===== src/hw/sched_pkg.sv =====
// Shared constants and carriers for the calendar timer qualifier.
package sched_pkg;

	////////////////////////////////////////////////////////////////////////////////
	// Configuration word layout.
	localparam int          CFG_W          = 16;
	localparam logic [15:0] CFG_RST        = 16'h0780;
	localparam int          CFG_DAY_LSB    = 0;
	localparam int          CFG_SEASON_LSB = 7;
	localparam int          CFG_EXC_EN     = 11;
	localparam int          CFG_HOL_SEL    = 12;
	localparam int          CFG_WRK_SEL    = 13;
	localparam int          CFG_RSV_LSB    = 14;
	localparam logic [2:0]  NUM_DAYS       = 3'h7;

	////////////////////////////////////////////////////////////////////////////////
	// Register map and status layout.
	localparam logic [31:0] ADDR_CONFIG    = 32'h0000_0000;
	localparam logic [31:0] ADDR_STATUS    = 32'h0000_0004;
	localparam int          ST_ACTIVE      = 0;
	localparam int          ST_CAL_LSB     = 1;
	localparam logic [1:0]  RESP_OKAY      = 2'h0;
	localparam logic [1:0]  RESP_SLVERR    = 2'h2;

	////////////////////////////////////////////////////////////////////////////////
	// Calendar inputs: weekday 0 is Monday, 6 is Sunday, 7 is never enabled.
	typedef struct packed {
		logic [2:0] weekday;
		logic [1:0] season;
		logic       holiday;
		logic       workday;
		logic       in_window;
	} cal_t;

	localparam int CAL_W = $bits(cal_t);

	////////////////////////////////////////////////////////////////////////////////
	// AXI4-Lite channels, master to slave and slave to master.
	typedef struct packed {
		logic        awvalid;
		logic [31:0] awaddr;
		logic        wvalid;
		logic [31:0] wdata;
		logic [3:0]  wstrb;
		logic        bready;
		logic        arvalid;
		logic [31:0] araddr;
		logic        rready;
	} axil_req_t;

	typedef struct packed {
		logic        awready;
		logic        wready;
		logic        bvalid;
		logic [1:0]  bresp;
		logic        arready;
		logic        rvalid;
		logic [31:0] rdata;
		logic [1:0]  rresp;
	} axil_rsp_t;

endpackage


===== src/hw/cal_sync.sv =====
// Two-stage synchroniser for the calendar inputs.
`timescale 1ns/1ps

module cal_sync (
	// Clock and reset.
	input  wire logic           clk,
	input  wire logic           srst,
	// Raw and synchronised calendar.
	input  wire sched_pkg::cal_t d,
	output sched_pkg::cal_t      q
);
	import sched_pkg::*;

	// The fields are synchronised bit by bit, so a multi-bit change may show one
	// mixed value for a cycle; the calendar source changes far slower than that.
	logic [CAL_W-1:0] raw;
	logic [CAL_W-1:0] meta_r;
	logic [CAL_W-1:0] stab_r;

	assign raw = d;
	assign q   = stab_r;

	for (genvar i = 0; i < CAL_W; i++) begin : g_bit
		logic meta_nxt;
		logic stab_nxt;

		always_comb begin
			meta_nxt = srst ? 1'b0 : raw[i];
			stab_nxt = srst ? 1'b0 : meta_r[i];
		end

		always_ff @(posedge clk) begin
			meta_r[i] <= meta_nxt;
			stab_r[i] <= stab_nxt;
		end
	end

endmodule // cal_sync


===== src/hw/calendar_timer_qualifier.sv =====
// Top of the calendar timer qualifier: AXI4-Lite registers and the active flag.
`timescale 1ns/1ps

////////////////////////////////////////////////////////////////////////////////
module calendar_timer_qualifier (
	// Clock and reset.
	input  wire logic                 clk,
	input  wire logic                 srst,
	// AXI4-Lite register bus.
	input  wire sched_pkg::axil_req_t axil_i,
	output sched_pkg::axil_rsp_t      axil_o,
	// Calendar pins from the clock source.
	input  wire sched_pkg::cal_t      cal_i,
	// Timer decision.
	output logic                      timer_active
);
	import sched_pkg::*;

	////////////////////////////////////////////////////////////////////////////////
	// Calendar capture and decision.
	cal_t        cal_s;
	logic        qual_active;
	logic        active_r;
	logic        active_nxt;
	logic [15:0] cfg_r;
	logic [15:0] cfg_nxt;

	cal_sync u_sync (
		.clk  (clk),
		.srst (srst),
		.d    (cal_i),
		.q    (cal_s)
	);

	sched_qualify u_qual (
		.cfg    (cfg_r),
		.cal    (cal_s),
		.active (qual_active)
	);

	always_comb begin
		active_nxt = srst ? 1'b0 : qual_active;
	end

	always_ff @(posedge clk) begin
		active_r <= active_nxt;
	end

	assign timer_active = active_r;

	////////////////////////////////////////////////////////////////////////////////
	// Write channels. Address and data are held separately so either may come
	// first; a new pair is refused until the response has been taken.
	logic        aw_held_r;
	logic        aw_held_nxt;
	logic [31:0] awaddr_r;
	logic [31:0] awaddr_nxt;
	logic        w_held_r;
	logic        w_held_nxt;
	logic [31:0] wdata_r;
	logic [31:0] wdata_nxt;
	logic [3:0]  wstrb_r;
	logic [3:0]  wstrb_nxt;
	logic        bvalid_r;
	logic        bvalid_nxt;
	logic [1:0]  bresp_r;
	logic [1:0]  bresp_nxt;
	logic        awready_c;
	logic        wready_c;

	always_comb begin
		awready_c   = !aw_held_r && !bvalid_r;
		wready_c    = !w_held_r && !bvalid_r;
		aw_held_nxt = aw_held_r;
		awaddr_nxt  = awaddr_r;
		w_held_nxt  = w_held_r;
		wdata_nxt   = wdata_r;
		wstrb_nxt   = wstrb_r;
		bvalid_nxt  = bvalid_r;
		bresp_nxt   = bresp_r;
		cfg_nxt     = cfg_r;
		if (axil_i.awvalid && awready_c) begin
			aw_held_nxt = 1'b1;
			awaddr_nxt  = axil_i.awaddr;
		end
		if (axil_i.wvalid && wready_c) begin
			w_held_nxt = 1'b1;
			wdata_nxt  = axil_i.wdata;
			wstrb_nxt  = axil_i.wstrb;
		end
		if (bvalid_r && axil_i.bready) begin
			bvalid_nxt = 1'b0;
		end
		if (aw_held_r && w_held_r) begin
			aw_held_nxt = 1'b0;
			w_held_nxt  = 1'b0;
			bvalid_nxt  = 1'b1;
			bresp_nxt   = RESP_OKAY;
			if (awaddr_r == ADDR_CONFIG) begin
				// All sixteen bits are stored, reserved ones included.
				if (wstrb_r[0]) begin
					cfg_nxt[7:0] = wdata_r[7:0];
				end
				if (wstrb_r[1]) begin
					cfg_nxt[15:8] = wdata_r[15:8];
				end
			end else if (awaddr_r != ADDR_STATUS) begin
				bresp_nxt = RESP_SLVERR;
			end
		end
		if (srst) begin
			aw_held_nxt = 1'b0;
			awaddr_nxt  = 32'h0000_0000;
			w_held_nxt  = 1'b0;
			wdata_nxt   = 32'h0000_0000;
			wstrb_nxt   = 4'h0;
			bvalid_nxt  = 1'b0;
			bresp_nxt   = RESP_OKAY;
			cfg_nxt     = CFG_RST;
		end
	end

	always_ff @(posedge clk) begin
		aw_held_r <= aw_held_nxt;
		awaddr_r  <= awaddr_nxt;
		w_held_r  <= w_held_nxt;
		wdata_r   <= wdata_nxt;
		wstrb_r   <= wstrb_nxt;
		bvalid_r  <= bvalid_nxt;
		bresp_r   <= bresp_nxt;
		cfg_r     <= cfg_nxt;
	end

	////////////////////////////////////////////////////////////////////////////////
	// Read channel.
	logic        rvalid_r;
	logic        rvalid_nxt;
	logic [31:0] rdata_r;
	logic [31:0] rdata_nxt;
	logic [1:0]  rresp_r;
	logic [1:0]  rresp_nxt;
	logic        arready_c;
	logic [31:0] status_word;

	always_comb begin
		arready_c   = !rvalid_r;
		status_word = 32'h0000_0000;
		status_word[ST_ACTIVE] = active_r;
		status_word[ST_CAL_LSB +: CAL_W] = cal_s;
		rvalid_nxt  = rvalid_r;
		rdata_nxt   = rdata_r;
		rresp_nxt   = rresp_r;
		if (rvalid_r && axil_i.rready) begin
			rvalid_nxt = 1'b0;
		end
		if (axil_i.arvalid && arready_c) begin
			rvalid_nxt = 1'b1;
			rresp_nxt  = RESP_OKAY;
			if (axil_i.araddr == ADDR_CONFIG) begin
				rdata_nxt = {16'h0000, cfg_r};
			end else if (axil_i.araddr == ADDR_STATUS) begin
				rdata_nxt = status_word;
			end else begin
				rdata_nxt = 32'h0000_0000;
				rresp_nxt = RESP_SLVERR;
			end
		end
		if (srst) begin
			rvalid_nxt = 1'b0;
			rdata_nxt  = 32'h0000_0000;
			rresp_nxt  = RESP_OKAY;
		end
	end

	always_ff @(posedge clk) begin
		rvalid_r <= rvalid_nxt;
		rdata_r  <= rdata_nxt;
		rresp_r  <= rresp_nxt;
	end

	always_comb begin
		axil_o         = '0;
		axil_o.awready = awready_c;
		axil_o.wready  = wready_c;
		axil_o.bvalid  = bvalid_r;
		axil_o.bresp   = bresp_r;
		axil_o.arready = arready_c;
		axil_o.rvalid  = rvalid_r;
		axil_o.rdata   = rdata_r;
		axil_o.rresp   = rresp_r;
	end

	////////////////////////////////////////////////////////////////////////////////
	// Checks. The helpers rebuild the decision terms independently of u_qual.
	logic h_day_ok;
	logic h_season_ok;
	logic h_exc;
	logic h_norm;
	logic h_weekend;

	always_comb begin
		h_day_ok    = (cal_s.weekday < NUM_DAYS) && cfg_r[cal_s.weekday];
		h_season_ok = cfg_r[CFG_SEASON_LSB + int'(cal_s.season)];
		h_exc       = cal_s.holiday || cal_s.workday;
		h_norm      = h_day_ok && h_season_ok && cal_s.in_window;
		h_weekend   = (cal_s.weekday == 3'h5) || (cal_s.weekday == 3'h6);
	end
endmodule // calendar_timer_qualifier


===== src/hw/sched_qualify.sv =====
// Decision logic: is the scheduled timer active for this calendar state.
`timescale 1ns/1ps

module sched_qualify (
	// Configuration and calendar.
	input  wire logic [15:0]     cfg,
	input  wire sched_pkg::cal_t cal,
	// Decision.
	output logic                 active
);
	import sched_pkg::*;

	logic [7:0] day_en;
	logic [3:0] season_en;
	logic       day_ok;
	logic       season_ok;
	logic       normal_ok;
	logic       exc_day;
	logic       exc_ok;

	always_comb begin
		// Weekday code 7 lands on the zero pad bit, so the index never runs off the end.
		day_en    = {1'b0, cfg[CFG_DAY_LSB +: 7]};
		season_en = cfg[CFG_SEASON_LSB +: 4];
		day_ok    = (cal.weekday < NUM_DAYS) && day_en[cal.weekday];
		season_ok = season_en[cal.season];
		normal_ok = day_ok && season_ok && cal.in_window;
		exc_day   = cal.holiday || cal.workday;
		exc_ok    = cal.in_window &&
		            ((cfg[CFG_HOL_SEL] && cal.holiday) ||
		             (cfg[CFG_WRK_SEL] && cal.workday));
		// Bits 15:14 take no part in the decision.
		if (!cfg[CFG_EXC_EN]) begin
			active = normal_ok;
		end else if (exc_day) begin
			active = exc_ok;
		end else begin
			active = normal_ok;
		end
	end

endmodule // sched_qualify


===== config.mk =====
export PLATFORM = sky130hd
export DESIGN_NAME = calendar_timer_qualifier
export DESIGN_NICKNAME = d
export VERILOG_FILES = /design/src/hw/sched_pkg.sv /design/src/hw/cal_sync.sv /design/src/hw/calendar_timer_qualifier.sv /design/src/hw/sched_qualify.sv
export SDC_FILE = /design/constraint.sdc
export NUM_CORES = 1
export LEC_CHECK = 0
export BUFFER_PORTS_ARGS = -buffer_cell sky130_fd_sc_hd__buf_4
export CORE_MARGIN = 2
export CORE_UTILIZATION = 52
export CTS_CLUSTER_DIAMETER = 30
export DETAILED_ROUTE_END_ITERATION = 12
export PLACE_DENSITY = 0.94
export SLEW_MARGIN = 10
export SYNTH_ARGS = -nofsm -noshare
export SYNTH_HDL_FRONTEND = slang
export SYNTH_SLANG_ARGS = --single-unit

===== constraint.sdc =====
create_clock -name clk -period 5.1 [get_ports clk]
set_input_delay 0.51 -clock clk [delete_from_list [all_inputs] [get_ports clk]]
set_output_delay 0.51 -clock clk [all_outputs]
set_load 0.02 [all_outputs]

==> results of run 1 <==
==> layer usage <==
| layer | vias to the layer above | share of wire [%] | global-route usage (%) |
|---|---|---|---|
| met5 | - | 0 | 0 |
| met1 | 1575 | 39 | 25.4 |
| met4 | 0 | 2.2 | 8.21 |
| li1 | 1725 | - | - |
| met2 | 133 | 50 | 39.1 |
| met3 | 16 | 8.7 | 6.66 |
==> worst max-delay path by stage <==
| stage | start | endpoint | slack (ns) |
|---|---|---|---|
| global route | awaddr_r[12]$_SDFFE_PP0P_ | cfg_r[7]$_SDFFE_PP1P_ | 2.56 |
| floorplan | awaddr_r[12]$_SDFFE_PP0P_ | cfg_r[10]$_SDFFE_PP1P_ | 3.44 |
| finish | awaddr_r[16]$_SDFFE_PP0P_ | cfg_r[7]$_SDFFE_PP1P_ | 2.70 |
| CTS | awaddr_r[16]$_SDFFE_PP0P_ | cfg_r[7]$_SDFFE_PP1P_ | 2.69 |
| global placement | awaddr_r[4]$_SDFFE_PP0P_ | cfg_r[6]$_SDFFE_PP0P_ | 2.82 |
| detailed placement | awaddr_r[16]$_SDFFE_PP0P_ | cfg_r[7]$_SDFFE_PP1P_ | 2.75 |
==> power groups by stage <==
stage | clock network, uW | registers [uW] | logic (uW)
finish | 518 | 876 | 189
floorplan | 0 | 890 | 124
global route | 560 | 881 | 209
global placement | 0 | 892 | 184
detailed placement | 0 | 894 | 190
CTS | 523 | 876 | 191
==> kinds of logic after synthesis <==
logic type	count (synthesis)	synth area share (%)
AND/OR/NAND/NOR	205	22.8
flip-flops	105	52.0
AO/OA/AOI/OAI	77	10.6
buffers and inverters	52	7.00
multiplexers	28	7.55
other	1	0.0928
==> cell type report <==
class                      instances  area (um2)  share of cell area (%)
sequential                       105        2100                    41.4
timing repair buffer             120         901                    17.7
multi-input combinational        328        1730                    34.0
clock buffer                       9         124                    2.44
inverter                           4        15.0                   0.295
tap                              102         128                    2.51
clock inverter                     7        86.3                    1.70
==> state kept, by name, summed over array words and instances (netlist names), 2 cells and up <==
| signal | cells |
|---|---|
| cfg_r | 16 |
| wdata_r | 16 |
| awaddr_r | 32 |
| rdata_r | 16 |
| u_sync.meta_r | 8 |
| u_sync.q | 8 |
| wstrb_r | 2 |
==> worst reg2reg max path: cells and delay by family, from the launching register on <==
| kind | cells | cell delay, ns |
|---|---|---|
| muxes | 1 | 0.30 |
| and+or+nand+nor | 3 | 1.70 |
| DFF | 1 | 0.33 |
==> per-stage QoR <==
| stage | std cells | setup slack [ns] | hold WS, ns |
|---|---|---|---|
| after floorplan | 485 | 3.44 | 0.414 |
| after global placement | 659 | 2.82 | 0.426 |
| after detailed placement | 659 | 2.75 | 0.430 |
| after CTS | 675 | 2.69 | 0.307 |
| after global routing | 675 | 2.56 | 0.317 |
| final | 675 | 2.70 | 0.312 |
==> cell usage after synthesis <==
master	number	share of area, %
nand2_1	138	13
dfxtp_1	105	52
a21oi_1	54	6.7
mux2i_1	26	6.4
buf_4	23	4.3
clkbuf_1	21	2.0
nor2b_1	17	2.6
nor2_1	15	1.4
nor4_1	13	2.0
o21ai_0	12	1.5
a32o_1	6	1.5
nand2b_1	4	0.62
nand4_1	4	0.62
nor3_1	4	0.50
and2_1	3	0.46
buf_1	3	0.28
inv_1	3	0.28
and3_1	2	0.31
mux4_2	2	1.1
a211oi_1	1	0.19
a22oi_1	1	0.19
and4_1	1	0.22
buf_2	1	0.12
conb_1	1	0.093
inv_2	1	0.093
nand3_1	1	0.12
nor4_2	1	0.31
nor4_4	1	0.53
nor4b_1	1	0.22
o221ai_1	1	0.22
o22ai_1	1	0.15
o31ai_1	1	0.19
==> results_dict.tcl, run 1 <==
set metrics [dict create \
    reg2reg_depth 4 \
    period_needed_ns 2.40 \
    yosysUniqueCellTypes 32 \
    cts_tree "yes" \
    grt_use_total_pct 22.2 \
    combPwrFrac_pct 12.0 \
    leakagePower_uw 0.00209 \
    die-height_um 92.2 \
    min_from "axil_i[0]" \
    tightest_slew_ns 1.17 \
    final_common_cell "nand2_1" \
    ys_seq_area_share_pct 52.0 \
    hp-class "in2reg" \
    gp_congestion 0.793 \
    hpwl_mm 6.64 \
    holdPathEnd "rvalid_r$_SDFFE_PP0P_" \
    grt_pass1_vias 3293 \
    nets 683 \
    seqPwrFrac_pct 55.3 \
    critPathBufInv 0 \
    crit_type "reg2reg" \
    clock_skew_ns 0.0194 \
    wl_per_cell_um 13.5 \
    end_kind "register" \
    synth_area_um2 4040 \
    switching_share_pct 28.0 \
    clk_pin_slew_ns 0.11 \
    rsz0062_at_grt "false" \
    io_pins 157 \
    synth_seq_cells 105 \
    cts-root-buf "clkbuf_8" \
    via_count 3449 \
    grt_overflow 0 \
    internal_power_uw 1140 \
    start_kind "register" \
    slowest_delay_ns 1.02 \
    cts.htree.levels 3 \
    holdPathStages 2 \
    required_ns 5.40 \
    rr_startpoint "awaddr_r[16]$_SDFFE_PP0P_" \
    start_util_pct 52.8 \
    finalSetupTns_ns 0 \
    diodes 0 \
    worstPathMaxFanout 8 \
    p_total_uw 1580 \
    post_drt_via_cell_ratio 5.11 \
    ir_worst_vdd_uv 210 \
    drv_cap 0 \
    drc 0 \
    std_cell_rows 32 \
    pwr-share-clk_pct 32.7 \
    cp_slowest_cell "nor4b_2" \
    hold_violations 0 \
    core_um2 7650 \
    antenna_found_initial 0 \
    cp.arrival_ns 2.70 \
    cts_inserted_buffers 9 \
    io_buffers 120 \
    cts.sinks 105 \
    finalMaxSlewViolations 0 \
    min_period_over_period_pct 47.0 \
    cts_buffer_depth 2 \
    yosys_warnings 0 \
    fin_util_pct 66.5 \
    cp_cell_sequence "nor4_1, nand4_1, nor4b_2, mux2i_1" \
    grt_pass1_wl_mm 14.9 \
    final_cell_mix "138 x nand2_1, 120 x buf_4, 105 x dfxtp_1" \
    first_iter_violations 156 \
    crit_family "simple AND/OR/NAND/NOR gates" \
    cts_resized 0 \
    switchingPower_uw 443 \
    crit_cells 4 \
    fmax_ghz 0.417 \
    stdcell_area_um2 5080 \
    r2r_end "cfg_r[7]$_SDFFE_PP1P_" \
    cellPowerDensity_nw_per_um2 311 \
    place_area_um2 4870 \
    grt_max_degree 83 \
    setup_viol 0 \
    syn_inst 468 \
    postCtsSetupRepairBufs 0 \
    drive_above_1_share_pct 24.8 \
    hold_buffers 0 \
    die_w_um 92.2 \
    drt_wl_total_mm 9.13 \
    outcome "finished, final reports clean" \
    insertion_delay_ns 0.39 \
    syn_avg_cell_area_um2 8.64 \
    r2r_setup_slack_ns 2.70 \
    postRouteAntennaNets 0 \
    slew_headroom_pct 22.0 \
    syn2layout_area_growth_pct 25.8 \
    fp.dieArea_um2 8490 \
    fill_cells 614 \
    dr.pass1.iters 4 \
]
No activity file was read; power rests on OpenSTA's default activity.
==> inputs of run 2 (changes only) <==
--- a/config.mk
+++ b/config.mk
@@ -5,12 +5,13 @@
 export SDC_FILE = /design/constraint.sdc
 export NUM_CORES = 1
 export LEC_CHECK = 0
+export ABC_AREA = 1
 export BUFFER_PORTS_ARGS = -buffer_cell sky130_fd_sc_hd__buf_4
 export CORE_MARGIN = 2
-export CORE_UTILIZATION = 52
+export CORE_UTILIZATION = 45
 export CTS_CLUSTER_DIAMETER = 30
 export DETAILED_ROUTE_END_ITERATION = 12
-export PLACE_DENSITY = 0.94
+export PLACE_DENSITY = 0.86
 export SLEW_MARGIN = 10
 export SYNTH_ARGS = -nofsm -noshare
 export SYNTH_HDL_FRONTEND = slang
==> constraint.sdc (replaced) <==
create_clock -name clk -period 1.95 [get_ports clk]
set_input_delay 0.195 -clock clk [delete_from_list [all_inputs] [get_ports clk]]
set_output_delay 0.195 -clock clk [all_outputs]
set_load 0.02 [all_outputs]
==> run 2 against run 1 <==
Final cell count is 27% higher. Register-to-register slack worse by 2.3 ns. Combinational power grew to 3.7 times the previous value. Hold slack worse by 0.29 ns. First-iteration DRC count is 29% higher. Highest routed layer unchanged.
==> results_dict.tcl, run 2 <==
set metrics [dict create \
    outcome "finished, final reports clean" \
    fp.dieArea_um2 10500 \
    cts_inserted_buffers 9 \
    antenna_found_initial 0 \
    wl_per_cell_um 11.2 \
    finalMaxSlewViolations 0 \
    std_cell_rows 35 \
    period_needed_ns 1.52 \
    start_util_pct 46.9 \
    internal_power_uw 3070 \
    first_iter_violations 201 \
    cts_resized 0 \
    yosys_warnings 0 \
    die-height_um 103 \
    grt_max_degree 40 \
    post_drt_via_cell_ratio 4.66 \
    timing.critical_path.to "cfg_r[0]$_SDFFE_PP0P_" \
    cts_buffer_depth 2 \
    io_buffers 120 \
    cp.arrival_ns 1.76 \
    setup_viol 0 \
    io_pins 157 \
    cts.htree.levels 3 \
    fill_cells 852 \
    synth_area_leaders "dfxtp_1 48%, nor2_1 15%, o21ai_0 7.0%" \
    cellPowerDensity_nw_per_um2 786 \
    end_kind "register" \
    drive_above_1_share_pct 20.9 \
    worstPathMaxFanout 8 \
    syn2layout_area_growth_pct 23.9 \
    via_count 4002 \
    r2r_end "cfg_r[0]$_SDFFE_PP0P_" \
    nets 839 \
    synth_seq_cells 105 \
    drv_cap 0 \
    finalSetupTns_ns 0 \
    hpwl_mm 7.35 \
    r2r_setup_slack_ns 0.43 \
    synth_top_cell_by_area "dfxtp_1" \
    startpoint "awaddr_r[8]$_SDFFE_PP0P_" \
    ff_latch_area_um2 2100 \
    postRouteAntennaNets 0 \
    leakagePower_uw 0.00250 \
    switchingPower_uw 1190 \
    grt_use_total_pct 18.9 \
    switching_share_pct 27.9 \
    crit_type "reg2reg" \
    core_um2 9330 \
    hold_buffers 0 \
    dp.cells 842 \
    insertion_delay_ns 0.37 \
    syn_inst 617 \
    fmax_ghz 0.659 \
    cts.sinks 105 \
    grt_overflow 0 \
    diodes 0 \
    ys.flop_type "dfxtp_1" \
    cts-root-buf "clkbuf_8" \
    pwr-share-clk_pct 27.9 \
    largest_reg_flops 32 \
    hp-class "in2reg" \
    min_period_over_period_pct 77.9 \
    dr.pass1.iters 4 \
    cts_tree "yes" \
    combPwrFrac_pct 16.4 \
    ir_worst_vdd_uv 342 \
    ys_async_sr_fraction_pct 0 \
    clk_pin_slew_ns 0.10 \
    die_w_um 103 \
    hold_violations 0 \
    synth_top_area_share_pct 48.1 \
    start_kind "register" \
    final_common_cell "nor2_1" \
    yosysUniqueCellTypes 23 \
    fin_util_pct 58.1 \
    rsz0062_at_grt "false" \
    gp_congestion 0.864 \
    regMostFlops "awaddr_r" \
    ys_seq_area_share_pct 48.1 \
    seqPwrFrac_pct 55.7 \
    ys_top_cells_by_count "180 x nor2_1, 105 x dfxtp_1, 81 x nand2_1, 61 x o21ai_0, 48 x inv_1" \
    drc 0 \
    reg2reg_depth 8 \
    drt_wl_total_mm 9.62 \
    yosysMostFrequentCell "nor2_1" \
    postCtsSetupRepairBufs 0 \
    synth_edf_count 0 \
    grt_pass1_vias 3840 \
    stdcell_count 858 \
    multiInputGateArea_um2 1840 \
    rr_startpoint "awaddr_r[8]$_SDFFE_PP0P_" \
    grt_pass1_wl_mm 16.0 \
    final_cell_mix "180 x nor2_1, 127 x buf_4, 105 x dfxtp_1" \
    clock_skew_ns 0.0135 \
    synth_area_um2 4370 \
    syn_avg_cell_area_um2 7.09 \
    required_ns 2.19 \
]
==> run 2: how the worst min path moves through the flow <==
stage	startpoint	end	slack, ns	cells past startpoint
2_1_floorplan	cal_i[0]	u_sync.meta_r[0]$_SDFF_PP0_	0.30	2
3_3_place_gp	cal_i[3]	u_sync.meta_r[3]$_SDFF_PP0_	0.40	3
3_5_place_dp	u_sync.meta_r[5]$_SDFF_PP0_	u_sync.q[5]$_SDFF_PP0_	0.39	2
4_1_cts	cal_i[0]	u_sync.meta_r[0]$_SDFF_PP0_	0.02	3
5_1_grt	cal_i[7]	u_sync.meta_r[7]$_SDFF_PP0_	0.03	3
6_report	cal_i[0]	u_sync.meta_r[0]$_SDFF_PP0_	0.03	3
==> run 2: cell families (layout without fill, tap and decap cells) <==
kind of cell	Yosys count	after routing	synth area share, %
flops	105	105	48.1
simple gates	323	323	30.2
buf+inv	99	194	11.2
other cells	1	18	0.0858
compound gates	89	89	10.4
==> run 2: power groups by stage <==
| stage | Sequential (uW) | Combinational [uW] | Clock [uW] |
|---|---|---|---|
| floorplan | 2430 | 440 | 0 |
| CTS | 2370 | 705 | 1220 |
| finish | 2370 | 699 | 1190 |
| detailed placement | 2420 | 703 | 0 |
| global placement | 2410 | 679 | 0 |
| global route | 2390 | 791 | 1300 |
==> run 2: metal layers <==
layer	up-vias	wire (um)	global-route usage (%)
met5	-	0	0
met2	117	4750	34.1
met4	0	206	9.13
met1	1760	4090	22.0
met3	18	574	2.78
li1	2107	-	-
==> run 2: metrics by stage <==
stage | setup slack [ns] | instance area, um2 | hold WS [ns] | total power [uW]
global route | 0.253 | 5420 | 0.0314 | 4490
detailed placement | 0.455 | 5250 | 0.394 | 3130
CTS | 0.424 | 5420 | 0.0182 | 4300
global placement | 0.513 | 5250 | 0.398 | 3090
floorplan | 0.693 | 4440 | 0.302 | 2870
finish | 0.431 | 5420 | 0.0264 | 4260
==> run 2: cell type report <==
class,instances,area share [%]
Tap cell,129,2.98
Clock inverter,6,0.762
Timing Repair Buffer,127,17.6
Multi-Input combinational cell,430,34.0
Inverter,51,3.53
Sequential cell,105,38.8
Clock buffer,10,2.35
==> run 2: critical path, cell delays in order (launching register included) <==
cell and delay [ns]:
dfxtp_1 0.32, nor2_1 0.10, nand2_1 0.07, nor2_1 0.17, nand2_1 0.12, nor2_4 0.18
nand2_1 0.21, nand2_1 0.14, a21oi_1 0.07
==> inputs of run 3 (changes only) <==
--- a/config.mk
+++ b/config.mk
@@ -8,10 +8,10 @@
 export ABC_AREA = 1
 export BUFFER_PORTS_ARGS = -buffer_cell sky130_fd_sc_hd__buf_4
 export CORE_MARGIN = 2
-export CORE_UTILIZATION = 45
+export CORE_UTILIZATION = 49
 export CTS_CLUSTER_DIAMETER = 30
 export DETAILED_ROUTE_END_ITERATION = 12
-export PLACE_DENSITY = 0.86
+export PLACE_DENSITY = 0.89
 export SLEW_MARGIN = 10
 export SYNTH_ARGS = -nofsm -noshare
 export SYNTH_HDL_FRONTEND = slang
==> constraint.sdc (replaced) <==
create_clock -name clk -period 1.4 [get_ports clk]
set_input_delay 0.14 -clock clk [delete_from_list [all_inputs] [get_ports clk]]
set_output_delay 0.14 -clock clk [all_outputs]
set_load 0.02 [all_outputs]
==> run 3 against run 2 <==
Clock power rose by 44%. Sequential cell count did not move. Register-to-register slack got worse by 0.61 ns. Fmax fell by 3.8%. Total power rose by 42%. Largest power group unchanged. Combinational power rose by 50%. Design area rose by 6.5%. The flow now finishes with violations (setup timing).
==> results_dict.tcl, run 3 (synthesis gave the netlist of run 2 again) <==
set metrics [dict create \
    end_kind "register" \
    holdPathStages 3 \
    cp.arrival_ns 1.87 \
    syn2layout_area_growth_pct 32.0 \
    min_from "axil_i[102]" \
    p_total_uw 6070 \
    min_period_over_period_pct 113 \
    internal_power_uw 4370 \
    switchingPower_uw 1700 \
    start_util_pct 50.4 \
    drv_cap 0 \
    hpwl_mm 7.29 \
    io_buffers 120 \
    stdcell_area_um2 5770 \
    dp_slack_ns -0.0352 \
    post_drt_via_cell_ratio 4.83 \
    start_kind "register" \
    cts.htree.levels 3 \
    reg2reg_depth 9 \
    combPwrFrac_pct 17.2 \
    final_cell_mix "176 x nor2_1, 130 x buf_4, 103 x dfxtp_1" \
    dr.pass1.iters 5 \
    leakagePower_uw 0.00263 \
    worstPathMaxFanout 6 \
    clock_skew_ns 0.0105 \
    drive_above_1_share_pct 26.5 \
    ir_worst_vdd_uv 639 \
    grt_overflow 0 \
    std_cell_rows 34 \
    grt_use_total_pct 20.3 \
    diodes 0 \
    violations "setup timing" \
    cts-root-buf "clkbuf_8" \
    fin_util_pct 66.5 \
    r2r_setup_slack_ns -0.18 \
    fp.dieArea_um2 9700 \
    hp-class "in2reg" \
    grt_max_degree 40 \
    hold_violations 0 \
    wl_per_cell_um 12.0 \
    period_needed_ns 1.58 \
    core_um2 8680 \
    cts_inserted_buffers 9 \
    grt_pass1_wl_mm 16.4 \
    clk_pin_slew_ns 0.10 \
    r2r_end "cfg_r[12]$_SDFFE_PP0P_" \
    cellPowerDensity_nw_per_um2 1050 \
    fmax_ghz 0.634 \
    grt_pass1_vias 3840 \
    crit_type "reg2reg" \
    final_common_cell "nor2_1" \
    switching_share_pct 28.0 \
    nets 858 \
    place_area_um2 5300 \
    die-height_um 98.5 \
    cts_buffer_depth 2 \
    setup_ws_ns -0.178 \
    outcome "complete, but fails checks" \
    insertion_delay_ns 0.36 \
    ff_latch_area_um2 2100 \
    via_count 4135 \
    setup_viol 17 \
    regMostFlops "awaddr_r" \
    largest_reg_flops 32 \
    fill_cells 681 \
    first_iter_violations 156 \
    rr_startpoint "awaddr_r[11]$_SDFFE_PP0P_" \
    io_pins 157 \
    seqPwrFrac_pct 54.6 \
    pwr-share-clk_pct 28.2 \
    finalMaxSlewViolations 0 \
    required_ns 1.69 \
    drc 0 \
    postRouteAntennaNets 0 \
    drt_wl_total_mm 10.3 \
    gp_congestion 0.845 \
    rsz0062_at_grt "true" \
    cts.sinks 105 \
    multiInputGateArea_um2 1990 \
    cts_tree "yes" \
    holdPathEnd "awaddr_r[30]$_SDFFE_PP0P_" \
    antenna_found_initial 0 \
    die_w_um 98.5 \
]
-- run 3: cell types whose count changed in the layout (fill, tap and decap cells not counted), moves of 3 or more --
cell / delta
nand3_2: +9
nor2_2: +3
dlygate4sd3_1: +8
a21oi_2: +9
buf_6: +6
nand2_1: -8
a21oi_1: -9
nand2_2: +5
nor2_1: -4
nand3_1: -10
clkinvlp_4: +3
buf_4: +3
-- run 3: critical path, cell delays in order (launching register included) --
cell	delay, ns
dfxtp_2	0.34
nor2_2	0.09
nand2_1	0.07
nor2_2	0.17
nand2_2	0.10
nor2_4	0.26
buf_6	0.14
buf_6	0.10
nand3_1	0.09
a21oi_1	0.15
-- run 3: routing by layer --
layer  vias to the layer above  wire length, um  part of all wire [%]  global-route usage [%]
met5                         -                0                     0                       0
met4                         0              350                   3.4                    7.80
met3                        30              619                   6.0                    4.11
met2                       140             4990                    49                    34.5
met1                      1823             4320                    42                    25.4
li1                       2142                -                     -                       -
-- run 3: metrics by stage --
step | cells | TNS (ns) | hold slack, ns
floorplan | 634 | 0 | 0.247
global placement | 827 | 0 | 0.343
detailed placement | 827 | -0.164 | 0.349
CTS | 851 | -0.0270 | 0.00904
global route | 856 | -3.28 | 0.0251
finish | 856 | -1.85 | 0.0183
-- run 3: how the worst max path moves through the flow --
stage,from,end,slack [ns],cells past startpoint
floorplan,awaddr_r[29]$_SDFFE_PP0P_,cfg_r[10]$_SDFFE_PP1P_,0.14,8
CTS,awaddr_r[29]$_SDFFE_PP0P_,cfg_r[3]$_SDFFE_PP0P_,-0.01,8
global placement,awaddr_r[12]$_SDFFE_PP0P_,cfg_r[2]$_SDFFE_PP0P_,0.03,8
detailed placement,awaddr_r[10]$_SDFFE_PP0P_,cfg_r[11]$_SDFFE_PP0P_,-0.04,8
finish,awaddr_r[11]$_SDFFE_PP0P_,cfg_r[12]$_SDFFE_PP0P_,-0.18,9
global route,awaddr_r[11]$_SDFFE_PP0P_,cfg_r[12]$_SDFFE_PP0P_,-0.28,9
-- run 3: cell type report --
type | count | area share (%)
Sequential cell | 105 | 36.5
Multi-Input combinational cell | 430 | 34.5
Timing Repair Buffer | 146 | 20.2
Inverter | 51 | 3.38
Clock buffer | 10 | 2.38
Tap cell | 108 | 2.34
Clock inverter | 6 | 0.737
-- run 3: power by group through the flow --
stage	logic, uW	clock network [uW]	registers, uW
after floorplan	613	0	3390
after global placement	967	0	3360
after detailed placement	1000	0	3380
after CTS	1020	1740	3310
after global routing	1180	1880	3340
final	1050	1710	3320
-- run 3: repair_timing --
| action | in CTS | in global routing |
|---|---|---|
| pin swaps | 0 | 19 |
| buffers inserted | 0 | 4 |
| cloned | 0 | 1 |
| gates resized for setup | 1 | 46 |
| hold buffers | 8 | 0 |
| hold endpoints to repair | 8 | 0 |
| endpoints found under the setup margin | 16 | 27 |
